<file path="src/include/gpfs_regs.vh">
// register map, field layout and function codes of the pin function selector
`ifndef GPFS_REGS_VH
`define GPFS_REGS_VH

`define GPFS_ADDR_W 12
`define GPFS_FUNC_SEL_IDX 10'h023
`define GPFS_WARN_EN_IDX 10'h030
`define GPFS_STATUS_IDX 10'h031

`define GPFS_FUNC_SEL_RST 8'h00
`define GPFS_WARN_EN_RST 6'h00
`define GPFS_WARN_SRC_W 6

`define GPFS_PIN1_LSB 0
`define GPFS_PIN2_LSB 4

`define GPFS_CODE_HIZ 4'h0
`define GPFS_CODE_WARN 4'h1
`define GPFS_CODE_FAULT 4'h2
`define GPFS_CODE_CLIP1 4'h3
`define GPFS_CODE_CLIP2 4'h4
`define GPFS_CODE_SYNC_OUT 4'h5
`define GPFS_CODE_HIGH 4'h6
`define GPFS_CODE_LOW 4'h7
`define GPFS_CODE_SYNC_IN 4'h8
`define GPFS_CODE_MUTE 4'h9

`define GPFS_ST_WARN 0
`define GPFS_ST_FAULT 1
`define GPFS_ST_MUTE 2
`define GPFS_ST_SYNC_SEL 3
`define GPFS_ST_PIN1 4
`define GPFS_ST_PIN2 5

`define GPFS_RESP_OKAY 2'h0
`define GPFS_RESP_SLVERR 2'h2

`endif

</file>
<file path="src/logic/gpfs_warn_merge.v">
// registered merge of enabled warning sources and the fault signal
`timescale 1ns/1ps
module gpfs_warn_merge #(
  parameter SRC_W = 6
) (
  input wire core_clk,
  input wire rst,
  input wire [SRC_W-1:0] warn_src,
  input wire [SRC_W-1:0] warn_en,
  input wire fault_in,
  output reg warn_r,
  output reg fault_r
);

always @(posedge core_clk) begin
  if (rst) begin
    warn_r <= 1'b0;
    fault_r <= 1'b0;
  end else begin
    warn_r <= |(warn_src & warn_en);
    fault_r <= fault_in;
  end
end

endmodule // gpfs_warn_merge

</file>
<file path="src/logic/gpfs_pin_cell.v">
// combinational decode of one pin's function code
`timescale 1ns/1ps
`include "gpfs_regs.vh"
module gpfs_pin_cell (
  input wire [3:0] code,
  input wire warn,
  input wire fault,
  input wire clip1,
  input wire clip2,
  input wire sw_freq,
  input wire pin_in,
  output reg pin_out,
  output reg pin_oe,
  output reg mute_req,
  output reg sync_sel
);

always @* begin
  pin_out = 1'b0;
  pin_oe = 1'b0;
  mute_req = 1'b0;
  sync_sel = 1'b0;
  case (code)
    `GPFS_CODE_WARN: begin
      pin_oe = warn;
    end
    `GPFS_CODE_FAULT: begin
      pin_oe = fault;
    end
    `GPFS_CODE_CLIP1: begin
      pin_oe = 1'b1;
      pin_out = clip1;
    end
    `GPFS_CODE_CLIP2: begin
      pin_oe = 1'b1;
      pin_out = clip2;
    end
    `GPFS_CODE_SYNC_OUT: begin
      pin_oe = 1'b1;
      pin_out = sw_freq;
    end
    `GPFS_CODE_HIGH: begin
      pin_oe = 1'b1;
      pin_out = 1'b1;
    end
    `GPFS_CODE_LOW: begin
      pin_oe = 1'b1;
    end
    `GPFS_CODE_SYNC_IN: begin
      sync_sel = 1'b1;
    end
    `GPFS_CODE_MUTE: begin
      mute_req = ~pin_in;
    end
    default: begin
      pin_oe = 1'b0;
    end
  endcase
end

endmodule // gpfs_pin_cell

</file>
<file path="src/logic/gpfs_top.v">
// pin function selector: axi4-lite registers, two pin decoders, pin drivers
`timescale 1ns/1ps
`include "gpfs_regs.vh"
module gpfs_top #(
  parameter SRC_W = `GPFS_WARN_SRC_W
) (
  input wire core_clk,
  input wire rst,
  input wire s_axi_awvalid,
  output wire s_axi_awready,
  input wire [`GPFS_ADDR_W-1:0] s_axi_awaddr,
  input wire [2:0] s_axi_awprot,
  input wire s_axi_wvalid,
  output wire s_axi_wready,
  input wire [31:0] s_axi_wdata,
  input wire [3:0] s_axi_wstrb,
  output reg s_axi_bvalid,
  input wire s_axi_bready,
  output reg [1:0] s_axi_bresp,
  input wire s_axi_arvalid,
  output wire s_axi_arready,
  input wire [`GPFS_ADDR_W-1:0] s_axi_araddr,
  input wire [2:0] s_axi_arprot,
  output reg s_axi_rvalid,
  input wire s_axi_rready,
  output reg [31:0] s_axi_rdata,
  output reg [1:0] s_axi_rresp,
  input wire [SRC_W-1:0] warn_src,
  input wire fault_in,
  input wire clip_grp1,
  input wire clip_grp2,
  input wire sw_freq,
  input wire [1:0] pin_in,
  output reg [1:0] pin_out,
  output reg [1:0] pin_oe,
  output reg mute_out,
  output reg sync_ext_sel,
  output reg sync_ext_clk
);

////////////////////////////////////////////////////////////////////////
// register addresses: byte address is four times the register index

localparam [`GPFS_ADDR_W-1:0] FUNC_SEL_ADDR = {`GPFS_FUNC_SEL_IDX, 2'b00};
localparam [`GPFS_ADDR_W-1:0] WARN_EN_ADDR = {`GPFS_WARN_EN_IDX, 2'b00};
localparam [`GPFS_ADDR_W-1:0] STATUS_ADDR = {`GPFS_STATUS_IDX, 2'b00};

reg [7:0] func_sel_r;
reg [SRC_W-1:0] warn_en_r;
reg aw_have_r;
reg w_have_r;
reg [`GPFS_ADDR_W-1:0] aw_addr_r;
reg [7:0] w_byte_r;
reg w_strb0_r;
reg arready_r;
reg awready_r;
reg wready_r;

wire aw_take;
wire w_take;
wire aw_now;
wire w_now;
wire [`GPFS_ADDR_W-1:0] wr_addr;
wire [7:0] wr_byte;
wire wr_strb0;
wire wr_fire;
wire bvalid_nxt;
wire aw_have_nxt;
wire w_have_nxt;
wire rd_take;
wire warn;
wire fault;
wire [1:0] cell_out;
wire [1:0] cell_oe;
wire [1:0] cell_mute;
wire [1:0] cell_sync;
wire [7:0] status;

////////////////////////////////////////////////////////////////////////
// write channel: address and data taken in either order

// holding each half separately lets a master present them on any cycle
assign s_axi_awready = awready_r;
assign s_axi_wready = wready_r;
assign aw_take = s_axi_awvalid & s_axi_awready;
assign w_take = s_axi_wvalid & s_axi_wready;
assign aw_now = aw_have_r | aw_take;
assign w_now = w_have_r | w_take;
assign wr_addr = aw_have_r ? aw_addr_r : s_axi_awaddr;
assign wr_byte = w_have_r ? w_byte_r : s_axi_wdata[7:0];
assign wr_strb0 = w_have_r ? w_strb0_r : s_axi_wstrb[0];
assign wr_fire = aw_now & w_now & ~s_axi_bvalid;
assign bvalid_nxt = wr_fire | (s_axi_bvalid & ~s_axi_bready);
assign aw_have_nxt = ~wr_fire & (aw_have_r | aw_take);
assign w_have_nxt = ~wr_fire & (w_have_r | w_take);

// ready flops load from next values: ports stay registered, yet still mean
// half not held and no response pending, with no extra cycle of latency
always @(posedge core_clk) begin
  if (rst) begin
    awready_r <= 1'b1;
    wready_r <= 1'b1;
  end else begin
    awready_r <= ~aw_have_nxt & ~bvalid_nxt;
    wready_r <= ~w_have_nxt & ~bvalid_nxt;
  end
end

always @(posedge core_clk) begin
  if (rst) begin
    aw_have_r <= 1'b0;
    aw_addr_r <= {`GPFS_ADDR_W{1'b0}};
  end else if (wr_fire) begin
    aw_have_r <= 1'b0;
  end else if (aw_take) begin
    aw_have_r <= 1'b1;
    aw_addr_r <= s_axi_awaddr;
  end
end

always @(posedge core_clk) begin
  if (rst) begin
    w_have_r <= 1'b0;
    w_byte_r <= 8'h00;
    w_strb0_r <= 1'b0;
  end else if (wr_fire) begin
    w_have_r <= 1'b0;
  end else if (w_take) begin
    w_have_r <= 1'b1;
    w_byte_r <= s_axi_wdata[7:0];
    w_strb0_r <= s_axi_wstrb[0];
  end
end

always @(posedge core_clk) begin
  if (rst) begin
    s_axi_bvalid <= 1'b0;
    s_axi_bresp <= `GPFS_RESP_OKAY;
  end else if (wr_fire) begin
    s_axi_bvalid <= 1'b1;
    if (wr_addr[`GPFS_ADDR_W-1:2] == FUNC_SEL_ADDR[`GPFS_ADDR_W-1:2] ||
        wr_addr[`GPFS_ADDR_W-1:2] == WARN_EN_ADDR[`GPFS_ADDR_W-1:2] ||
        wr_addr[`GPFS_ADDR_W-1:2] == STATUS_ADDR[`GPFS_ADDR_W-1:2]) begin
      s_axi_bresp <= `GPFS_RESP_OKAY;
    end else begin
      s_axi_bresp <= `GPFS_RESP_SLVERR;
    end
  end else if (s_axi_bready) begin
    s_axi_bvalid <= 1'b0;
  end
end

////////////////////////////////////////////////////////////////////////
// register file

// only byte lane 0 carries data; upper lanes are ignored
always @(posedge core_clk) begin
  if (rst) begin
    func_sel_r <= `GPFS_FUNC_SEL_RST;
    warn_en_r <= `GPFS_WARN_EN_RST;
  end else if (wr_fire && wr_strb0) begin
    if (wr_addr[`GPFS_ADDR_W-1:2] == FUNC_SEL_ADDR[`GPFS_ADDR_W-1:2]) begin
      func_sel_r <= wr_byte;
    end
    if (wr_addr[`GPFS_ADDR_W-1:2] == WARN_EN_ADDR[`GPFS_ADDR_W-1:2]) begin
      warn_en_r <= wr_byte[SRC_W-1:0];
    end
  end
end

////////////////////////////////////////////////////////////////////////
// read channel: one read at a time, data one cycle after the address

assign s_axi_arready = arready_r;
assign rd_take = s_axi_arvalid & arready_r;

always @(posedge core_clk) begin
  if (rst) begin
    arready_r <= 1'b1;
  end else if (rd_take) begin
    arready_r <= 1'b0;
  end else if (s_axi_rvalid && s_axi_rready) begin
    arready_r <= 1'b1;
  end
end

always @(posedge core_clk) begin
  if (rst) begin
    s_axi_rvalid <= 1'b0;
    s_axi_rdata <= 32'h00000000;
    s_axi_rresp <= `GPFS_RESP_OKAY;
  end else if (rd_take) begin
    s_axi_rvalid <= 1'b1;
    s_axi_rresp <= `GPFS_RESP_OKAY;
    case (s_axi_araddr[`GPFS_ADDR_W-1:2])
      FUNC_SEL_ADDR[`GPFS_ADDR_W-1:2]: begin
        s_axi_rdata <= {24'h000000, func_sel_r};
      end
      WARN_EN_ADDR[`GPFS_ADDR_W-1:2]: begin
        s_axi_rdata <= {{(32-SRC_W){1'b0}}, warn_en_r};
      end
      STATUS_ADDR[`GPFS_ADDR_W-1:2]: begin
        s_axi_rdata <= {24'h000000, status};
      end
      default: begin
        s_axi_rdata <= 32'h00000000;
        s_axi_rresp <= `GPFS_RESP_SLVERR;
      end
    endcase
  end else if (s_axi_rready) begin
    s_axi_rvalid <= 1'b0;
  end
end

////////////////////////////////////////////////////////////////////////
// warning and fault sources

gpfs_warn_merge #(
  .SRC_W(SRC_W)
) u_warn (
  .core_clk(core_clk),
  .rst(rst),
  .warn_src(warn_src),
  .warn_en(warn_en_r),
  .fault_in(fault_in),
  .warn_r(warn),
  .fault_r(fault)
);

////////////////////////////////////////////////////////////////////////
// per-pin decode; each pin sees only its own nibble

genvar gi;
generate
  for (gi = 0; gi < 2; gi = gi + 1) begin : g_pin
    gpfs_pin_cell u_cell (
      .code(func_sel_r[4*gi+3:4*gi]),
      .warn(warn),
      .fault(fault),
      .clip1(clip_grp1),
      .clip2(clip_grp2),
      .sw_freq(sw_freq),
      .pin_in(pin_in[gi]),
      .pin_out(cell_out[gi]),
      .pin_oe(cell_oe[gi]),
      .mute_req(cell_mute[gi]),
      .sync_sel(cell_sync[gi])
    );
  end
endgenerate

////////////////////////////////////////////////////////////////////////
// pin drivers and input functions

// sync out is resampled on core_clk, so its edges carry up to 5 ns jitter
always @(posedge core_clk) begin
  if (rst) begin
    pin_out <= 2'b00;
    pin_oe <= 2'b00;
    mute_out <= 1'b0;
    sync_ext_sel <= 1'b0;
    sync_ext_clk <= 1'b0;
  end else begin
    pin_out <= cell_out;
    pin_oe <= cell_oe;
    mute_out <= |cell_mute;
    sync_ext_sel <= |cell_sync;
    // pin one wins if both pins are set to sync in
    sync_ext_clk <= cell_sync[0] ? pin_in[0] : (cell_sync[1] & pin_in[1]);
  end
end

assign status = {2'b00, pin_in[1], pin_in[0], sync_ext_sel, mute_out, fault, warn};

endmodule // gpfs_top

</file>
<file path="config.mk">
export PLATFORM = sky130hd
export DESIGN_NAME = gpfs_top
export DESIGN_NICKNAME = d
export VERILOG_FILES = /design/src/logic/gpfs_warn_merge.v /design/src/logic/gpfs_pin_cell.v /design/src/logic/gpfs_top.v
export VERILOG_INCLUDE_DIRS = /design/src /design/src/include
export SDC_FILE = /design/constraint.sdc
export NUM_CORES = 1
export LEC_CHECK = 0
export BUFFER_PORTS_ARGS = -buffer_cell sky130_fd_sc_hd__buf_4
export CAP_MARGIN = 10
export CORE_ASPECT_RATIO = 1.2
export CORE_MARGIN = 4
export CORE_UTILIZATION = 25
export CTS_BUF_LIST = sky130_fd_sc_hd__clkbuf_4 sky130_fd_sc_hd__clkbuf_8
export CTS_CLUSTER_SIZE = 28
export DETAILED_ROUTE_END_ITERATION = 8
export GPL_TIMING_DRIVEN = 0
export PLACE_DENSITY_LB_ADDON = 0.1
export SYNTH_ARGS = -nofsm -noshare
export SYNTH_HDL_FRONTEND = slang
export SYNTH_SLANG_ARGS = --single-unit
</file>
<file path="constraint.sdc">
create_clock -name core_clk -period 2 [get_ports core_clk]
set_clock_uncertainty 0.05 [all_clocks]
set_input_delay 0.1 -clock core_clk [delete_from_list [all_inputs] [get_ports core_clk]]
set_output_delay 0.1 -clock core_clk [all_outputs]
set_load 0.05 [all_outputs]
</file>
Word-level counts from Yosys, hierarchy flattened
Cells that the tools add are included.
{ "word_totals": {"ff_bits": 87, "out_inout_bits": 48, "elab_cells": 108, "in_bits": 85} }
{ "classes": {"mux": 21, "bitwise": 23, "n_reduce_logical": 18, "n_eq_ne": 24} }
{ "ops": {"columns": ["op", "n"], "rows": [
  ["10-bit by 6-bit equality test with 1-bit output, second input constant", 6],
  ["4-bit by 3-bit equality test with 1-bit output, second input constant", 8],
  ["8-bit case mux with 3 select lines", 1],
  ["4-bit by 2-bit equality test with 1-bit output, second input constant", 4],
  ["4-bit equality test, second input constant", 4],
  ["1-bit 2-to-1 mux", 12],
  ["12-bit 2-to-1 mux", 1],
  ["1-bit bitwise AND", 11],
  ["5-bit OR reduction", 2],
  ["4-bit by 1-bit equality test with 1-bit output, second input constant", 2],
  ["8-bit 2-to-1 mux", 1],
  ["1-bit NOT", 8],
  ["1-bit case mux with 4 select lines", 2],
  ["2-bit AND reduction", 4],
  ["6-bit bitwise AND", 1],
  ["1-bit case mux with 3 select lines", 2],
  ["2-bit nonzero test", 3],
  ["2-bit OR reduction", 3],
  ["6-bit OR reduction", 1],
  ["2-bit 2-to-1 mux", 2],
  ["1-bit OR", 3],
  ["3-bit OR reduction", 1],
  ["1-bit logical AND", 2],
  ["1-bit logical OR", 2]
]} }

Longest topological paths before layout
{ "logic_depth": {"word_depth": 8, "ltp_mapped": 6, "ltp_nobuf": 4} }

Cells and area by module
From an unflattened synthesis, not the netlist that was laid out.
{ "unflattened": {"cells_unflattened": 305, "hier_area_um2": 2896.5} }
{ "modules_own_cells": {"columns": ["module", "n_inst", "cells_each", "area_per_inst_um2", "seq_area_each_um2"], "rows": [
  ["gpfs_top", 1, 272, 2678.8, 1141.1],
  ["gpfs_pin_cell", 2, 13, 71.3, 0.0],
  ["gpfs_warn_merge", 1, 7, 75.1, 40.0]
]} }

Worst setup path before layout
Ideal clock, no wire load.
{ "synth_timing": {"path_kind": "register to register", "startpoint": "register aw_have_r", "endpoint": "register func_sel_r[0]", "n_path_buf": 1, "arrival_time_ps": 1891, "setup_slack_ps": -63, "setup_time_ps": 122, "period_less_slack_ps": 2063, "required_ps": 1828, "path_stages_with_launch": 6, "path_cell_list": "dfxtp_1 -> buf_6 -> or4b_4 -> a2111oi_4 -> nand4_4 -> mux2i_1"} }
{ "synth_via": {"elab_chain_cells": 5, "word_cells_on_any_way": 7, "cone_classes": "eq/ne: 1; mux: 1; bitwise: 3; reduce/logical: 2"} }
{ "synth_rtl": {"columns": ["item", "line", "source"], "rows": [
  ["start, declared", "gpfs_top.v:50", "reg aw_have_r;"],
  ["start signal, assigned", "gpfs_top.v:111", "aw_have_r <= 1'b0;"],
  ["start signal, assigned", "gpfs_top.v:114", "aw_have_r <= 1'b0;"],
  ["start signal, assigned", "gpfs_top.v:116", "aw_have_r <= 1'b1;"],
  ["1-bit OR", "gpfs_top.v:87", "assign aw_now = aw_have_r | aw_take;"],
  ["1-bit bitwise AND (2 in a row)", "gpfs_top.v:92", "assign wr_fire = aw_now & w_now & ~s_axi_bvalid;"],
  ["1-bit logical AND", "gpfs_top.v:161", "end else if (wr_fire && wr_strb0) begin"],
  ["2-bit AND reduction (no source line) *", null, null],
  ["end signal, assigned", "gpfs_top.v:159", "func_sel_r <= `GPFS_FUNC_SEL_RST;"],
  ["end signal, assigned", "gpfs_top.v:163", "func_sel_r <= wr_byte;"],
  ["end, declared", "gpfs_top.v:48", "reg [7:0] func_sel_r;"]
]} }
Mark *: on every way between the ends. The rest lies on a longest branch, timed or not.
A chain may end at the register's enable or synchronous reset.

Final worst setup path
{ "layout_timing": {"startpoint": "register aw_have_r", "endpoint": "register func_sel_r[4]"} }
Same word-level chain as after synthesis.

==> impl_metrics.tcl <==
set metrics [dict create \
    antenna_cells 0 \
    gp_congestion 0.7467 \
    area_delta_synth_final_pct 45.32 \
    leakagePower_nw 1.876 \
    ys.flop_type "dfxtp_1" \
    vias_per_cell 4.240 \
    crit_type "reg -> reg" \
    status "finished, final reports clean" \
    multi_input_area_um2 1533 \
    drt_first_pass_iters 4 \
    track_usage_pct 12.09 \
    vias 2531 \
    dpl.hpwl_mm 6.110 \
    arrival_ns 2.11 \
    die_area_um2 13270 \
    design_area_um2 4173 \
    worstPathRequired_ns 2.17 \
    hold_class "in -> reg" \
    stdcell_count 597 \
    synth-edff-count 0 \
    syn_inst 308 \
    drv_cap 0 \
    htree_levels 3 \
    cts_made_buffers 9 \
    dp.cells 556 \
    ant_nets 0 \
    fin_crit_sh_pct 97.01 \
    cts_tree "yes" \
    synthesis.area_um2 2872 \
    fillers 1196 \
    grt_pass1_vias 2623 \
    mostFrequentLayoutCells "buf_4 (98), dfxtp_1 (57), mux2i_1 (39), nor2_1 (32), conb_1 (26)" \
    clockBufferDepth 2 \
    drc_errors 0 \
    design.core.area_um2 11140 \
    die_w_um 105.8 \
    async_flop_share_pct 0 \
    rsz0062_at_grt "true" \
    ios 133 \
    layout_commonest_cell "buf_4" \
    clock.fmax_mhz 515.4 \
    synth_seq_area_share_pct 41.13 \
    finalSetupViolations 0 \
    drt-initial-drc-count 64 \
    cp-end-kind "register" \
    synth.distinct_cells 46 \
    grt_pass1_wl_mm 12.68 \
    seq_area_um2 1186 \
    ys_warn_count 0 \
    finalNetCount 523 \
    maxSlewViolCount 0 \
    start_kind "register" \
    io_buffers 69 \
    clk_latency_ns 0.34 \
    power_per_cell_area_nw_per_um2 744.6 \
    grt_overflow 0 \
    die_h_um 125.4 \
    report.final.hold_viol_count 0 \
    antenna_found_initial 0 \
    wl_per_cell_um 13.05 \
    placed_area_um2 3687 \
    critical_path.max_fanout 9 \
    wirelength_mm 7.788 \
    root_buffer "clkbuf_8" \
    grt_max_degree 11 \
    num_rows 42 \
    drive_above_1_share_pct 31.15 \
    irDropWorstVdd_v 0.0003438 \
    ys_ff_latch 59 \
    fin_crit_ns 1.940 \
    clk_pin_slew_ns 0.06 \
    initial_core_util_pct 25.77 \
    clkSinkCount 59 \
    syn_area_per_cell_um2 9.323 \
    tightest_slew_ns 0.6311 \
    slew_headroom_pct 57.93 \
]
cell type report:
type	instances	share of cell area, %
Timing Repair Buffer	95	18.47
Inverter	5	0.4498
Clock inverter	5	1.799
Clock buffer	11	3.628
Tap cell	154	4.618
Buffer	39	5.877
Multi-Input combinational cell	229	36.73
Sequential cell	59	28.43
state kept, by name, summed over array words and instances (netlist names), 2 cells and up:
signal,count
aw_addr_r,10
warn_en_r,6
pin_oe,2
w_byte_r,8
pin_out,2
func_sel_r,8
s_axi_rdata,8
cells in the mapped netlist, types with 2 or more instances:
master	number	share of area, %
a211oi_1	3	0.78
a21o_1	2	0.52
a21oi_1	14	2.4
a22oi_1	9	2.4
a2bb2oi_1	6	1.8
a31oi_1	2	0.44
a41o_2	2	0.78
buf_1	5	0.65
buf_4	26	6.8
clkbuf_1	8	1.0
dfxtp_1	59	41
inv_1	5	0.65
mux2i_1	39	14
nand2_1	15	2.0
nand2b_1	14	3.0
nand3b_1	3	0.78
nand4_4	2	1.5
nand4b_1	2	0.61
nor2_1	32	4.2
nor2b_1	5	1.1
nor3_1	9	1.6
nor3b_1	2	0.52
o211ai_1	3	0.78
o21ai_0	11	1.9
or2_2	6	1.3
or4_1	4	1.0
worst max-delay path, stage by stage, from the launching register on:
cell       delay (ns)
dfxtp_4          0.37
or4b_4           0.50
a2111oi_4        0.34
buf_4            0.20
nand4_4          0.18
mux2i_1          0.18
routing by layer:
metal,vias up,share of wire [%],GRT usage (%)
met4,0,2.9,6.860
li1,1300,-,-
met1,1152,43,13.73
met2,65,49,20.68
met3,14,5.1,2.784
met5,-,0,0
per-stage QoR:
step                setup slack, ns  TNS (ns)  total power, mW  hold slack [ns]  util (%)
detailed placement          -0.1782    -2.346            1.850           0.2968     33.10
finish                      0.05979         0            3.107          0.02851     37.46
global route               -0.04274   -0.3095            3.267          0.02490     37.46
global placement            -0.1809    -2.390            1.848           0.2879     33.10
CTS                         0.02927         0            3.155         0.006084     37.31
floorplan                 0.0007174         0            1.686           0.1782         -
power breakdown:
group | internal, mW | total (mW) | leakage, nW | switching (mW)
Combinational | 0.255 | 0.595 | 1.28 | 0.340
Clock | 0.763 | 1.25 | 0.119 | 0.485
Sequential | 1.22 | 1.26 | 0.480 | 0.0396
worst paths after layout:
check,startpoint,to,slack [ns],cells after the start
worst min-delay path,warn_src[5],u_warn.warn_r$_SDFF_PP0_,0.03,3
worst max register to register,aw_have_r$_SDFFE_PP0P_,func_sel_r[4]$_SDFFE_PP0P_,0.06,5
worst max-delay path,aw_have_r$_SDFFE_PP0P_,func_sel_r[4]$_SDFFE_PP0P_,0.06,5
worst min register to register,s_axi_rdata[7]$_SDFFE_PP0P_,s_axi_rdata[7]$_SDFFE_PP0P_,0.41,2
cell families (layout without fill, tap and decap cells):
group                  after synthesis  count (layout)  share of synthesized area (%)
flip-flops                          59              59                          41.13
AND/OR/NAND/NOR                    106             106                          21.31
buffers and inverters               45             155                          9.543
multiplexers                        40              40                          13.99
AO/OA/AOI/OAI                       57              57                          13.90
other                                1              26                         0.1306
timing repair:
item | 4_1_cts | 5_1_grt
endpoints found under the setup margin | 15 | 20
resized for setup | 2 | 2
hold buffers | 23 | 0
pin swaps | 3 | 0
buffers inserted | 2 | 1
endpoints found under the hold margin | 23 | 0
Power figures use the tool's default switching activity.
